File: src/core/bcr_defs.vh
`ifndef BCR_DEFS_VH
`define BCR_DEFS_VH

// register indices; byte address is four times the index
`define BCR_IDX_BRIGHT 6'h04
`define BCR_IDX_BOOST 6'h05
`define BCR_IDX_CTRL 6'h06
`define BCR_IDX_RES_HI 6'h08
`define BCR_IDX_RES_LO 6'h09
`define BCR_IDX_RED 6'h0a
`define BCR_IDX_GREEN 6'h0b
`define BCR_IDX_BLUE 6'h0c

// brightness_control fields
`define BCR_BRI_LSB 0
`define BCR_BRI_MSB 2
`define BCR_BRC_OFF_BIT 4

// boost_voltage field and its legal code range
`define BCR_VPROG_MSB 4
`define BCR_VPROG_MIN 5'h05
`define BCR_VPROG_MAX 5'h14

// main_control fields
`define BCR_NSTBY_BIT 0
`define BCR_EN_BOOST_BIT 1
`define BCR_VOUT_AUTO_BIT 2
`define BCR_AUTOLOAD_BIT 3
`define BCR_SENS_SEL_BIT 4
`define BCR_COMP_SRC_BIT 5

// reset values
`define BCR_RST_BRIGHT 8'h00
`define BCR_RST_BOOST 8'h00
`define BCR_RST_CTRL 8'h04
`define BCR_RST_GAIN 8'h80
`define BCR_RST_RESULT 12'h000

// writable bit masks
`define BCR_MASK_BRIGHT 8'h17
`define BCR_MASK_BOOST 8'h1f
`define BCR_MASK_CTRL 8'h3f

`endif

File: src/core/bcr_sync.v
`timescale 1ns/1ps
`default_nettype none

module bcr_sync (
    input wire sys_clk,
    input wire rst_b,
    input wire async_in,
    output wire sync_out
);
    reg s1_q;
    reg s2_q;
    reg s3_q;
    reg level_q;

    // three-stage chain; the level moves only once stages two and three agree
    always @(posedge sys_clk or negedge rst_b) begin
        if (!rst_b) begin
            s1_q <= 1'b0;
            s2_q <= 1'b0;
            s3_q <= 1'b0;
            level_q <= 1'b0;
        end else begin
            s1_q <= async_in;
            s2_q <= s1_q;
            s3_q <= s2_q;
            if (s2_q == s3_q) begin
                level_q <= s3_q;
            end
        end
    end

    assign sync_out = level_q;
endmodule // bcr_sync

`default_nettype wire

File: src/core/bcr_top.v
`include "bcr_defs.vh"
`timescale 1ns/1ps
`default_nettype none

module bcr_top #(
    parameter ADDR_W = 12
) (
    input wire sys_clk,
    input wire rst_b,
    input wire psel,
    input wire penable,
    input wire pwrite,
    input wire [ADDR_W-1:0] paddr,
    input wire [31:0] pwdata,
    input wire [3:0] pstrb,
    output reg [31:0] prdata,
    output reg pready,
    output reg pslverr,
    input wire brightness_pin,
    input wire [11:0] conv_result,
    input wire conv_valid,
    output reg bright_gate_q,
    output reg [7:0] bright_scale_q,
    output reg bright_ext_q,
    output reg [4:0] boost_code_q,
    output reg boost_adaptive_q,
    output reg boost_enable_q,
    output reg autoload_q,
    output reg comp_sensor_source_q,
    output reg sensor_select_q,
    output reg active_q,
    output reg [7:0] red_gain_q,
    output reg [7:0] green_gain_q,
    output reg [7:0] blue_gain_q
);
    reg [7:0] bright_reg_q;
    reg [7:0] boost_reg_q;
    reg [7:0] ctrl_reg_q;
    reg [11:0] result_q;
    reg [7:0] low_shadow_q;
    reg snap_hold_q;
    wire rd_hi;
    wire rd_lo;
    reg [31:0] rdata_d;
    reg hit_d;
    wire [5:0] idx;
    wire aligned;
    wire pin_level;
    wire access;
    wire commit;
    wire wr_ok;

    // clamp a boost code into the documented 5 V .. 20 V span
    function [4:0] bcr_clamp_boost;
        input [4:0] code;
        begin
            if (code < `BCR_VPROG_MIN) begin
                bcr_clamp_boost = `BCR_VPROG_MIN;
            end else if (code > `BCR_VPROG_MAX) begin
                bcr_clamp_boost = `BCR_VPROG_MAX;
            end else begin
                bcr_clamp_boost = code;
            end
        end
    endfunction

    // external brightness input crosses into sys_clk
    bcr_sync u_pin_sync (
        .sys_clk(sys_clk),
        .rst_b(rst_b),
        .async_in(brightness_pin),
        .sync_out(pin_level)
    );

    // address decode: word aligned, in range, index from byte address
    assign idx = paddr[7:2];
    assign aligned = (paddr[1:0] == 2'b00) && (paddr[ADDR_W-1:8] == {(ADDR_W-8){1'b0}});
    assign access = psel && penable;
    assign commit = access && pready;
    assign wr_ok = commit && pwrite && pstrb[0] && hit_d;
    assign rd_hi = commit && !pwrite && hit_d && (idx == `BCR_IDX_RES_HI);
    assign rd_lo = commit && !pwrite && hit_d && (idx == `BCR_IDX_RES_LO);

    // read mux and hit detect; unused bits stay zero
    always @* begin
        rdata_d = 32'h0000_0000;
        hit_d = aligned;
        case (idx)
            `BCR_IDX_BRIGHT: rdata_d[7:0] = bright_reg_q;
            `BCR_IDX_BOOST: rdata_d[7:0] = boost_reg_q;
            `BCR_IDX_CTRL: rdata_d[7:0] = ctrl_reg_q;
            `BCR_IDX_RES_HI: rdata_d[3:0] = result_q[11:8];
            `BCR_IDX_RES_LO: rdata_d[7:0] = low_shadow_q;
            `BCR_IDX_RED: rdata_d[7:0] = red_gain_q;
            `BCR_IDX_GREEN: rdata_d[7:0] = green_gain_q;
            `BCR_IDX_BLUE: rdata_d[7:0] = blue_gain_q;
            default: hit_d = 1'b0;
        endcase
    end

    // apb slave: one wait state, answer registered in the first access cycle
    always @(posedge sys_clk or negedge rst_b) begin
        if (!rst_b) begin
            pready <= 1'b0;
            prdata <= 32'h0000_0000;
            pslverr <= 1'b0;
        end else if (access && !pready) begin
            pready <= 1'b1;
            prdata <= pwrite ? 32'h0000_0000 : rdata_d;
            pslverr <= !hit_d;
        end else begin
            pready <= 1'b0;
            pslverr <= 1'b0;
        end
    end

    // software-writable registers, masked so fixed bits stay zero
    always @(posedge sys_clk or negedge rst_b) begin
        if (!rst_b) begin
            bright_reg_q <= `BCR_RST_BRIGHT;
            boost_reg_q <= `BCR_RST_BOOST;
            ctrl_reg_q <= `BCR_RST_CTRL;
            red_gain_q <= `BCR_RST_GAIN;
            green_gain_q <= `BCR_RST_GAIN;
            blue_gain_q <= `BCR_RST_GAIN;
        end else if (wr_ok) begin
            case (idx)
                `BCR_IDX_BRIGHT: bright_reg_q <= pwdata[7:0] & `BCR_MASK_BRIGHT;
                `BCR_IDX_BOOST: boost_reg_q <= pwdata[7:0] & `BCR_MASK_BOOST;
                `BCR_IDX_CTRL: ctrl_reg_q <= pwdata[7:0] & `BCR_MASK_CTRL;
                `BCR_IDX_RED: red_gain_q <= pwdata[7:0];
                `BCR_IDX_GREEN: green_gain_q <= pwdata[7:0];
                `BCR_IDX_BLUE: blue_gain_q <= pwdata[7:0];
                default: ;
            endcase
        end
    end

    // conversion result; low byte snapshot taken when the high part is read
    always @(posedge sys_clk or negedge rst_b) begin
        if (!rst_b) begin
            result_q <= `BCR_RST_RESULT;
            low_shadow_q <= 8'h00;
            snap_hold_q <= 1'b0;
        end else begin
            if (conv_valid) begin
                result_q <= conv_result;
            end
            // a high read freezes the low byte until the matching low read completes
            if (rd_hi) begin
                low_shadow_q <= result_q[7:0];
                snap_hold_q <= 1'b1;
            end else if (rd_lo) begin
                snap_hold_q <= 1'b0;
                low_shadow_q <= conv_valid ? conv_result[7:0] : result_q[7:0];
            end else if (conv_valid && !snap_hold_q) begin
                low_shadow_q <= conv_result[7:0];
            end
        end
    end

    // control outputs derived from the registers
    always @(posedge sys_clk or negedge rst_b) begin
        if (!rst_b) begin
            bright_gate_q <= 1'b0;
            bright_scale_q <= 8'h80;
            bright_ext_q <= 1'b1;
            boost_code_q <= `BCR_VPROG_MIN;
            boost_adaptive_q <= 1'b1;
            boost_enable_q <= 1'b0;
            autoload_q <= 1'b0;
            comp_sensor_source_q <= 1'b0;
            sensor_select_q <= 1'b0;
            active_q <= 1'b0;
        end else begin
            bright_ext_q <= !bright_reg_q[`BCR_BRC_OFF_BIT];
            if (bright_reg_q[`BCR_BRC_OFF_BIT]) begin
                bright_gate_q <= ctrl_reg_q[`BCR_NSTBY_BIT];
                bright_scale_q <= 8'h01 << bright_reg_q[`BCR_BRI_MSB:`BCR_BRI_LSB];
            end else begin
                bright_gate_q <= pin_level && ctrl_reg_q[`BCR_NSTBY_BIT];
                bright_scale_q <= 8'h80;
            end
            boost_code_q <= bcr_clamp_boost(boost_reg_q[`BCR_VPROG_MSB:0]);
            boost_adaptive_q <= ctrl_reg_q[`BCR_VOUT_AUTO_BIT];
            boost_enable_q <= ctrl_reg_q[`BCR_EN_BOOST_BIT] && ctrl_reg_q[`BCR_NSTBY_BIT];
            autoload_q <= ctrl_reg_q[`BCR_AUTOLOAD_BIT];
            comp_sensor_source_q <= ctrl_reg_q[`BCR_COMP_SRC_BIT];
            sensor_select_q <= ctrl_reg_q[`BCR_SENS_SEL_BIT];
            active_q <= ctrl_reg_q[`BCR_NSTBY_BIT];
        end
    end
endmodule // bcr_top

`default_nettype wire

File: config.mk
export PLATFORM = sky130hd
export DESIGN_NAME = bcr_top
export DESIGN_NICKNAME = d
export VERILOG_FILES = /design/src/core/bcr_sync.v /design/src/core/bcr_top.v
export VERILOG_INCLUDE_DIRS = /design/src /design/src/core
export SDC_FILE = /design/constraint.sdc
export NUM_CORES = 1
export LEC_CHECK = 0
export BUFFER_PORTS_ARGS = -buffer_cell sky130_fd_sc_hd__clkbuf_2
export CAP_MARGIN = 25
export CORE_MARGIN = 2
export CORE_UTILIZATION = 57
export CTS_BUF_LIST = sky130_fd_sc_hd__clkbuf_2 sky130_fd_sc_hd__clkbuf_4 sky130_fd_sc_hd__clkbuf_8
export DETAILED_ROUTE_END_ITERATION = 7
export PLACE_DENSITY = 0.95
export SYNTH_ARGS = -nofsm -noshare
export SYNTH_HDL_FRONTEND = slang
export SYNTH_SLANG_ARGS = --single-unit
File: constraint.sdc
create_clock -name sys_clk -period 5.43 [get_ports sys_clk]
set_clock_uncertainty 0.1 [all_clocks]
set_input_delay 1.086 -clock sys_clk [delete_from_list [all_inputs] [get_ports sys_clk]]
set_output_delay 1.086 -clock sys_clk [all_outputs]
set_load 0.01 [all_outputs]
# --- Yosys cells after proc, flatten, opt, wreduce, memory -nomap -nowiden ---
# Index checks and enable logic that the tools add are counted.
# W data, S select, Z words.
word_totals:
  ff_bits: 119
  input_bits: 67
  output_inout_bits: 79
  word_cells: 84
op_classes:
  n_lt_le_gt_ge: 2
  n_eq_ne: 9
  shift: 1
  mux: 16
  reduce_logical: 30
ops:
  columns: ["operator", "count"]
  rows:
  - ["$mux W8", 6]
  - ["$pmux W4 S8", 1]
  - ["$eq A6 B4 Y1 const B", 5]
  - ["$pmux W4 S7", 1]
  - ["$eq A6 B3 Y1 const B", 3]
  - ["$logic_and A1 B1 Y1", 14]
  - ["$reduce_and A2 Y1", 6]
  - ["$mux W5", 2]
  - ["$reduce_or A8 Y1", 1]
  - ["$shl A1 B3 Y8 const A", 1]
  - ["$mux W1", 6]
  - ["$gt A5 B5 Y1 const B", 1]
  - ["$logic_not A1 Y1", 5]
  - ["$lt A5 B3 Y1 const B", 1]
  - ["$logic_not A4 Y1", 1]
  - ["$reduce_bool A3 Y1", 1]
  - ["$logic_not A2 Y1", 1]
  - ["$reduce_bool A2 Y1", 1]
  - ["$eq A1 B1 Y1", 1]

# --- Depth between registers and ports, before layout ---
# Gate-level depths: netlist (run 1).
depth:
  ltp_word: 7
  mapped_depth: 7
  mapped_depth_nobuf: 5

# --- Modules after synthesis ---
# From an unflattened synthesis (run 1), not the netlist that was laid out.
unflattened:
  cells_unflattened: 354
  hier_area_um2: 4305.4
by_module_without_submodules:
  columns: ["mod", "instances", "cells_per_inst", "area_per_inst_um2", "seq_area_each_um2"]
  rows:
  - ["bcr_top", 1, 349, 4194.0, 2288.4]
  - ["bcr_sync", 1, 5, 111.4, 100.1]

# --- Least setup slack after synthesis (run 1) ---
# Ideal clock, no wire load.
synth_timing:
  path_type: "in2reg"
  startpoint: "in paddr[2]"
  endpoint: "reg blue_gain_q[0]"
  setup_time_ps: 125
  arrival_time_ps: 2604
  required_ps: 5205
  slack_ps: 2601
  cell_stages: 7
  n_path_buf: 2
  cell_sequence: "buf_4 nor2_2 o221ai_4 or3_4 nor2b_4 buf_12 mux2_4"
synth_between:
  elab_chain_cells: 5
  elab_cells_between_ends: 12
  cone_classes: "eq/ne (8); mux (1); reduce/logical (3)"
synth_lines:
  columns: ["element", "line_no", "source"]
  rows:
  - ["start: declaration", "bcr_top.v:13", "input wire [ADDR_W-1:0] paddr,"]
  - ["$eq A6 B4 Y1 (tied with other cells)", "bcr_top.v:88", "case (idx)"]
  - ["$reduce_or A8 Y1 (no line)", null, null]
  - ["$mux W1", "bcr_top.v:88", null]
  - ["$logic_and A1 B1 Y1", "bcr_top.v:80", "assign wr_ok = commit && pwrite && pstrb[0] && hit_d;"]
  - ["$reduce_and A2 Y1 (no line) *", null, null]
  - ["end signal: assignment", "bcr_top.v:125", "blue_gain_q <= `BCR_RST_GAIN;"]
  - ["end signal: assignment", "bcr_top.v:133", "`BCR_IDX_BLUE: blue_gain_q <= pwdata[7:0];"]
  - ["end: declaration", "bcr_top.v:34", "output reg [7:0] blue_gain_q"]
# Mark *: on every way between the ends. The rest lies on a longest branch, timed or not.
# A chain may end at the register's enable or synchronous reset.

# --- Worst setup path in the final report (run 1) ---
layout_timing:
  startpoint: "in paddr[2]"
  endpoint: "reg ctrl_reg_q[0]"
layout_between:
  elab_chain_cells: 5
  elab_cells_between_ends: 12
  cone_classes: "eq/ne (8); mux (1); reduce/logical (3)"
layout_lines:
  columns: ["element", "line_no", "source"]
  rows:
  - ["$eq A6 B4 Y1 (tied with other cells)", "bcr_top.v:88", null]
  - ["$reduce_or A8 Y1 (no line)", null, null]
  - ["$mux W1", "bcr_top.v:88", null]
  - ["$logic_and A1 B1 Y1", "bcr_top.v:80", null]
  - ["$reduce_and A2 Y1 (no line) *", null, null]
  - ["end signal: assignment", "bcr_top.v:122", "ctrl_reg_q <= `BCR_RST_CTRL;"]
  - ["end signal: assignment", "bcr_top.v:130", "`BCR_IDX_CTRL: ctrl_reg_q <= pwdata[7:0] & `BCR_MASK_CTRL;"]
  - ["end: declaration", "bcr_top.v:38", "reg [7:0] ctrl_reg_q;"]
# Marked as above.

==> results of run 1 <==
cell usage after synthesis, types with 3 or more instances:
cell type	number	area [µm²]
buf_4	25	188
a22oi_1	5	37.5
a22o_1	9	78.8
clkbuf_1	6	22.5
nor2b_1	5	31.3
mux2i_1	11	110
mux2_1	10	113
nor2_1	14	52.6
dfrtp_1	86	2150
buf_2	4	20.0
nand2b_1	5	31.3
a21oi_1	6	30.0
inv_1	5	18.8
a32oi_1	4	35.0
nand3_1	4	20.0
dfstp_2	9	236
o21ai_0	18	90.1
nand2_1	25	93.8
mux2_4	24	360
mux2_2	26	293
nor3_1	3	15.0
and3_1	4	25.0
nand3b_1	3	22.5
where the power goes:
part / total [mW] / switching [mW] / leakage (nW) / internal, mW
registers: 0.735 / 0.0102 / 1.23 / 0.725
logic: 0.111 / 0.0671 / 1.25 / 0.0440
clock network: 0.459 / 0.278 / 0.101 / 0.182
total: 1.31 / 0.355 / 2.58 / 0.951
metrics by stage:
step | hold WS (ns) | power (mW) | instance area, µm² | setup WS (ns) | util (%)
2_1_floorplan | 0.231 | 0.822 | 4610 | 2.60 | -
3_3_place_gp | 0.239 | 0.851 | 4930 | 1.82 | 63.8
3_5_place_dp | 0.236 | 0.860 | 4950 | 1.78 | 64.0
4_1_cts | 0.260 | 1.31 | 5150 | 2.16 | 66.6
5_1_grt | 0.273 | 1.36 | 5150 | 1.97 | 66.6
6_report | 0.260 | 1.31 | 5150 | 2.11 | 66.6
final cells by class:
| class | instances | area (µm²) | share of cell area, % |
|---|---|---|---|
| inverters | 5 | 18.8 | 0.365 |
| repair buffers | 96 | 500 | 9.73 |
| multi-input cells | 235 | 1910 | 37.2 |
| well taps | 102 | 128 | 2.48 |
| clock inverters | 7 | 73.8 | 1.43 |
| clock buffers | 9 | 124 | 2.41 |
| flip-flops and latches | 95 | 2390 | 46.4 |
sequential cells by signal (all words and copies together) (netlist names), 4 cells and up:
register / cells
bright_reg_q: 4
boost_code_q: 5
green_gain_q: 8
prdata: 8
ctrl_reg_q: 6
low_shadow_q: 8
result_q: 12
blue_gain_q: 8
bright_scale_q: 8
red_gain_q: 8
boost_reg_q: 5
routing by layer:
| metal | global-route usage, % | vias up | routed length [µm] |
|---|---|---|---|
| met3 | 3.87 | 24 | 684 |
| met4 | 9.19 | 0 | 252 |
| met2 | 37.6 | 184 | 4790 |
| met5 | 0 | - | 0 |
| met1 | 34.6 | 1531 | 4230 |
| li1 | - | 1391 | - |
worst max-delay path: cells and delay by family:
family                 cells  cell delay, ns
multiplexers               1            0.39
buffers and inverters      1            0.46
AND/OR/NAND/NOR            3            1.53
how the worst max path moves through the flow:
stage | start | end | slack, ns | cells after the start
final | paddr[2] | ctrl_reg_q[0] | 2.11 | 5
after global placement | paddr[2] | ctrl_reg_q[0] | 1.82 | 5
after detailed placement | paddr[2] | ctrl_reg_q[5] | 1.78 | 5
after CTS | paddr[2] | ctrl_reg_q[0] | 2.16 | 5
after global routing | paddr[2] | ctrl_reg_q[0] | 1.97 | 5
after floorplan | paddr[2] | blue_gain_q[0] | 2.60 | 7
cell families (layout without fill, tap and decap cells):
logic type	after synthesis	in the layout	share of synthesized area (%)
other	1	24	0.0829
and+or+nand+nor	81	81	10.7
buffers and inverters	45	117	6.81
adders and majority gates	1	1	0.221
muxes	73	73	20.4
DFF	95	95	52.8
AOI/OAI and AO/OA	56	56	9.02
layout by cell type, fill, tap and decap left out, drive strengths merged, types with 2 or more instances in the layout:
master and count:
clkbuf 102, dfrtp 86, mux2 60, nand2 25, conb 24, o21ai 20, nor2 17, mux2i 11
a22o 9, dfstp 9, inv 9, nor2b 7, a21oi 6, nand2b 5, a22oi 5, and3 4
nand3 4, a32oi 4, nor3 3, nand3b 3, nor4 3, clkinv 3, buf 3, nor4b 2
a31oi 2, mux4 2, nand4 2, or3 2
==> metrics, run 1 <==
status=finished, final reports clean; CP Class=input port to flop; Critical Path RT=around 5.6 ns; Avg Cell Area, Syn=12.8 µm²; CTS tree=built; n_diodes=0; CP endpoint kind=flop; clk root buf=clkbuf_8; Cells after Synth=about 350; share of post-route cells with drive strength above 1=about two fifths; Max Cap Viol=0; pin count of the biggest net entering global routing=50; CP arrival=3.48 ns; crit-path cells=clkbuf_2 -> nor2b_1 -> nand4_1 -> nor4_4 -> mux2_1; # H-tree levels=3; ANT nets after route=0; wire length of the first global-routing pass=between 15000 and 20000 µm; Critical Path Fanout Max=27; IO Pins=between 100 and 150; postcts setup bufs=0; number of synthesized flops with an enable pin=0; vias in the first global route=about 3000; CTS sink count=95; Max IR drop VDD=0.196 mV; period utilization=about three fifths; Die X=between 90 and 100 µm; CP max stage delay=approximately 0.7 ns; worst skew pair latency=~0.38 ns; initial antenna violation count=0; synth unique cells=55; slowest stage cell, crit path=nor2b_1; maximum buffer depth of the clock tree=2; per-cell routed wire length=~18 µm; average vias per placed instance=5.70; Period minus WS final=~3.3 ns; die footprint=approximately 8700 µm²; area grow syn2layout=13.8%; CP Launch Type=input port; total number of vias=between 3000 and 4000; Hold Path Class=flop to flop; R2R setup slack=~3.3 ns; setup TNS=0 ns; DRT Wirelength=between 9000 and 10000 µm; starting density of the core=about three fifths; Worst Hold Depth=0; worst-margin pin slew=0.987 ns; RSZ-0062 raised after global routing=false; IO Port Bufs=94; Starting DRT DRC Count=roughly 370; Core ar.=about 7700 µm²; leakage dissipation=2.58 nW; Post-synth top flop=dfrtp_1; Max Slew Vio Count=0; HP Start=u_pin_sync.s1_q; Post-CTS Hold Buffers=0; Residual DRC=0; Clock transition at path regs=around 0.11 ns; Die H=93.1 µm; grt ovf=0; placed cells=approximately 530; Reg2Reg Launch Point=pready; Worst slew margin=approximately a third; Post-Syn Area=4520 µm²; Synth warnings=0; first-pass iteration count of the detailed router=5; pwr dens=between 200 and 300 nW/µm²; row count=32; cells resized by post-CTS repair=0; final number of setup-violating endpoints=0; fin cells=549; nets=~510; gpl congestion=just under 0.9; Worst Hold End=u_pin_sync.s2_q; asr flop ratio synth=100%; fill cell count=about 550; HPWL Detailed=7320 µm; RR Endpoint=green_gain_q[4]; Fin. Hold Viols=0; Fmax achieved=301 MHz; R2R depth=5; Seq/Total Area, Yosys=a little over half; CTS Buf Count=9; GRT Util Overall=between 20 and 25%; Yosys reg bits=95
Power figures use the tool's default switching activity.
==> inputs of run 2 (changes only) <==
- CORE_UTILIZATION: 57 -> 53
- PLACE_DENSITY: 0.95 -> 0.9
- clock period: 5.43 -> 3.4 ns (I/O delays scaled with it)
==> run 2 against run 1 <==
  * Non-clock buffer count up 6
  * Critical path type unchanged
  * Largest power group unchanged
  * Combinational power up 68%
  * Largest cell class unchanged
  * Critical endpoint is now green_gain_q[5]
  * Clock power increased by 61%
==> metrics, run 2 (synthesis gave the netlist of run 1 again) <==
GRT Util Overall=a little under a quarter; leakage dissipation=~2.6 nW; average vias per placed instance=5.61; Fmax achieved=between 300 and 400 MHz; met1 GRT Util=32.0%; M3 GR Usage=~3.7%; ANT nets after route=0; final number of setup-violating endpoints=0; # H-tree levels=3; IO Port Bufs=94; CTS sink count=between 90 and 100; P_sw=slightly below 0.6 mW; postcts setup bufs=0; Critical Path Fanout Max=14; Worst slew margin=57.7%; starting density of the core=54.8%; clk root buf=clkbuf_8; Clock transition at path regs=roughly 0.11 ns; fin cells=around 560; row count=33; CTS tree=built; worst-margin pin slew=between 0.6 and 0.7 ns; Hold Path Class=input port to asynchronous set/reset pin; CP endpoint kind=flop; placed cells=around 540; crit-path cells=clkbuf_2 -> nor2_2 -> o221ai_4 -> or3_4 -> nor2b_4 -> mux2_4; per-cell routed wire length=between 15 and 20 µm; Starting DRT DRC Count=203; WP buf/inv=1; commonest non-fill, non-tap cell in the layout=clkbuf_2; maximum buffer depth of the clock tree=2; area grow syn2layout=15.1%; CP Class=input port to flop; worst skew pair latency=around 0.38 ns; Seq pwr share=56.0%; Residual DRC=0; RSZ-0062 raised after global routing=false; pin count of the biggest net entering global routing=50; Max IR drop VDD=about 0.26 mV; DRT Wirelength=~10000 µm; dpl cell area=5000 µm²; gpl congestion=0.909; pwr dens=between 400 and 500 nW/µm²; Critical Path RT=3.57 ns; Crit path max-delay family=simple AND/OR/NAND/NOR gates; n_diodes=0; slowest stage cell, crit path=or3_4; R2R setup slack=1.25 ns; most frequent cells in the layout=clkbuf_2, dfrtp_1, mux2_2; share of post-route cells with drive strength above 1=41.7%; Core ar.=about 8300 µm²; total number of vias=between 3000 and 4000; CP max stage delay=0.49 ns; Max Cap Viol=0; die footprint=a little over 9000 µm²; Reg with most FFs=result_q; GR Util met2=approximately a third; cells resized by post-CTS repair=0; HPWL Detailed=around 7500 µm; vias in the first global route=roughly 3000; initial antenna violation count=0; CP arrival=about 2.7 ns; Int Pwr=approximately 1.5 mW; Max Slew Vio Count=0; setup TNS=0 ns; GR peak layer=met2; nets=slightly above 500; clock power share=roughly a third; Comb pwr share=8.9%; CTS Buf Count=9; Period minus WS final=~2.5 ns; grt ovf=0; cell area after layout=~5200 µm²; period utilization=roughly 74%; wire length of the first global-routing pass=~16000 µm; status=finished, final reports clean; number of flip-flops under the largest register name=12; Net Sw Frac=27.5%; first-pass iteration count of the detailed router=4; Die H=between 90 and 100 µm; Die X=96.4 µm; IO Pins=between 100 and 150; CP Launch Type=input port; Post-CTS Hold Buffers=0; Fin. Hold Viols=0
==> run 2: area by class of cell <==
class                      count  area [µm²]
clock buffer                   9         124
clock inverter                 7        77.6
tap                          105         131
timing repair buffer         102         553
sequential                    95        2390
fill                         658        3050
inverter                       5        18.8
multi-input combinational    235        1910
==> run 2: worst register-to-register path, stage by stage, from the launching register on <==
cell,delay (ns)
dfrtp_1,0.38
and3_1,0.28
nand3_1,0.13
or3_4,0.41
nor2b_4,0.41
mux2_4,0.34
==> run 2: final timing paths <==
| check | from | to | cells past startpoint |
|---|---|---|---|
| max | paddr[2] | green_gain_q[5] | 6 |
| min | rst_b | sensor_select_q | 1 |
| max reg2reg | pready | green_gain_q[5] | 5 |
| min reg2reg | u_pin_sync.s1_q | u_pin_sync.s2_q | 0 |
| max in group asynchronous | rst_b | red_gain_q[7] | 2 |
| min in group sys_clk | u_pin_sync.s1_q | u_pin_sync.s2_q | 0 |
==> run 2: through the flow <==
step | setup WS (ns) | utilization [%] | hold WS, ns | total power, mW
2_1_floorplan | 0.977 | - | 0.231 | 1.31
3_3_place_gp | 0.524 | 60.3 | 0.233 | 1.37
3_5_place_dp | 0.509 | 60.6 | 0.249 | 1.38
4_1_cts | 0.912 | 63.0 | 0.206 | 2.11
5_1_grt | 0.846 | 63.0 | 0.225 | 2.18
6_report | 0.893 | 63.0 | 0.191 | 2.10
==> run 2: layer usage <==
layer | vias to the layer above | part of all wire [%] | wire (µm)
met3 | 21 | 5.9 | 603
met5 | - | 0 | 0
met4 | 0 | 2.7 | 272
li1 | 1408 | - | -
met1 | 1586 | 44 | 4450
met2 | 116 | 48 | 4890
==> run 2: power by group through the flow <==
stage	sequential, mW	clock (mW)	combinational [mW]
finish	1.18	0.739	0.187
global placement	1.19	0	0.174
floorplan	1.19	0	0.123
CTS	1.18	0.748	0.187
detailed placement	1.20	0	0.185
global route	1.18	0.793	0.207
==> inputs of run 3 (changes only) <==
- ABC_AREA: default -> 1
- CORE_UTILIZATION: 53 -> 52
- PLACE_DENSITY: 0.9 -> 0.89
- clock period: 3.4 -> 2.35 ns (I/O delays scaled with it)
==> run 3 against run 2 <==
  * Sequential share of layout area hardly changed
  * Die area down 0.48%
  * Power increased by 44%
  * Critical path type unchanged
  * Sequential power up 42%
  * Clock power up 56%
  * Combinational power rose by 9%
==> metrics, run 3 <==
share of post-route cells with drive strength above 1=between 20% and 30%; Die H=slightly below 100 µm; per-cell routed wire length=around 15 µm; n_diodes=0; post-synth top area cell=dfrtp_1; # H-tree levels=3; Die X=about 96 µm; vias in the first global route=3703; status=finished, final reports clean; leakage dissipation=between 2 and 3 nW; slowest stage cell, crit path=buf_12; starting density of the core=between 50% and 60%; Reg with most FFs=result_q; final number of setup-violating endpoints=0; HPWL Detailed=8040 µm; CTS Buf Count=9; RSZ-0062 raised after global routing=false; Worst slew margin=roughly 66%; Clock transition at path regs=between 0.1 and 0.15 ns; DRT Wirelength=10700 µm; initial antenna violation count=0; CTS tree=built; area grow syn2layout=17.8%; top cells by area, synth=dfrtp_1, nand2_1, dfstp_2; Max Slew Vio Count=0; Yosys top cell area share=48.7%; CP endpoint kind=flop; Post-Syn Area=around 4400 µm²; R2R depth=7; pin count of the biggest net entering global routing=between 40 and 50; ANT nets after route=0; Synth top cells by count=nand2_1, dfrtp_1, inv_1; nets=a little under 700; maximum buffer depth of the clock tree=2; gpl congestion=approximately 0.87; first-pass iteration count of the detailed router=6; setup TNS=0 ns; fin worst setup slack=0.390 ns; CP Class=input port to flop; Yosys reg bits=95; Worst Hold Depth=1; Critical Path RT=roughly 2.6 ns; IO Port Bufs=94; die footprint=9240 µm²; clk root buf=clkbuf_8; worst-margin pin slew=between 0.5 and 0.6 ns; Placement Setup Slack=0.0111 ns; Hold Path Class=input port to flop; Fmax achieved=between 500 and 600 MHz; total number of vias=slightly below 4000; dpl cell area=~5000 µm²; crit-path cells=clkbuf_2 -> nor2_4 -> buf_4 -> nand3_4 -> nand2_1 -> inv_2 -> nand3_4 -> and2_4 -> nand3_4 -> buf_12 -> nor2_4 -> nand2_1 -> o21ai_1; number of flip-flops under the largest register name=12; Post-synth top flop=dfrtp_1; number of synthesized flops with an enable pin=0; postcts setup bufs=0; Avg Cell Area, Syn=just under 9 µm²; CP Launch Type=input port; Synth warnings=0; Period minus WS final=roughly 2.0 ns; WP buf/inv=4; Crit path max-delay family=simple AND/OR/NAND/NOR gates; Max Cap Viol=0; period utilization=a little over four fifths; cells resized by post-CTS repair=0; most used standard cell by instance count after synthesis=nand2_1; grt ovf=0; cell area after layout=between 5000 and 6000 µm²; asr flop ratio synth=100%; CP arrival=2.18 ns; Cells after Synth=504; average vias per placed instance=between 5 and 6; GRT Util Overall=roughly a quarter; Starting DRT DRC Count=approximately 250; most frequent cells in the layout=nand2_1, clkbuf_2, dfrtp_1; CP max stage delay=0.23 ns; worst skew pair latency=about 0.38 ns; Residual DRC=0; wire length of the first global-routing pass=~17000 µm; Crit. path cell count=13; CTS sink count=95; synth unique cells=36; IO Pins=146; commonest non-fill, non-tap cell in the layout=nand2_1; Seq/Total Area, Yosys=between 50 and 60%; row count=33; Max IR drop VDD=0.270 mV; total power=3.03 mW; critical path's most frequent cell=nand3_4; Critical Path Fanout Max=11; pwr dens=582 nW/µm²; Core ar.=about 8000 µm²; Fin. Hold Viols=0
[run 3: area by class of cell]
cell class,count,area [µm²]
multi-input combinational,344,1670
tap,105,131
clock inverter,7,82.6
inverter,56,213
fill,672,3010
timing repair buffer,107,598
clock buffer,9,124
sequential,95,2390
[run 3: worst register-to-register path: cells and delay by family, from the launching register on]
kind                   cells  cell delay [ns]
AOI/OAI and AO/OA          1             0.08
and+or+nand+nor            5             0.82
buffers and inverters      1             0.23
DFF                        1             0.39
[run 3: metrics by stage]
| step | instances | util (%) | hold slack, ns |
|---|---|---|---|
| final | 723 | 63.3 | 0.100 |
| after global placement | 706 | 60.7 | 0.235 |
| after floorplan | 527 | - | 0.0744 |
| after global routing | 723 | 63.3 | 0.0970 |
| after detailed placement | 706 | 60.7 | 0.236 |
| after CTS | 723 | 63.3 | 0.0948 |
[run 3: timing repair]
| item | 4_1_cts | 5_1_grt |
|---|---|---|
| endpoints found under the setup margin | 0 | 0 |
| endpoints found under the hold margin | 33 | 0 |
| hold buffers | 1 | 0 |
[run 3: kinds of logic after synthesis]
family / synth area share (%)
buffers and inverters: 10.1
and+or+nand+nor: 25.4
other: 0.0849
adders and majority gates: 0.227
DFF: 54.1
AOI/OAI and AO/OA: 9.83
muxes: 0.255
[run 3: per-layer routing]
layer,up-vias,part of all wire [%],track usage [%]
met5,-,0,0
met4,0,2.7,9.88
met3,38,8.5,3.99
met2,210,49,41.3
met1,1834,40,31.1
li1,1782,-,-
[run 3: power breakdown]
group	leakage [nW]	switching, mW	internal (mW)
sequential	1.11	0.0106	1.66
clock	0.106	0.639	0.513
combinational	1.70	0.140	0.0628
[run 3: worst paths after layout]
kind,from,to,slack (ns)
setup / recovery,paddr[7],ctrl_reg_q[0],0.39
hold / removal,brightness_pin,u_pin_sync.s1_q,0.10
setup reg to reg,pready,ctrl_reg_q[0],0.67
hold reg to reg,u_pin_sync.s1_q,u_pin_sync.s2_q,0.26
max in group asynchronous,rst_b,boost_adaptive_q,0.95
min in group asynchronous,rst_b,bright_gate_q,0.50
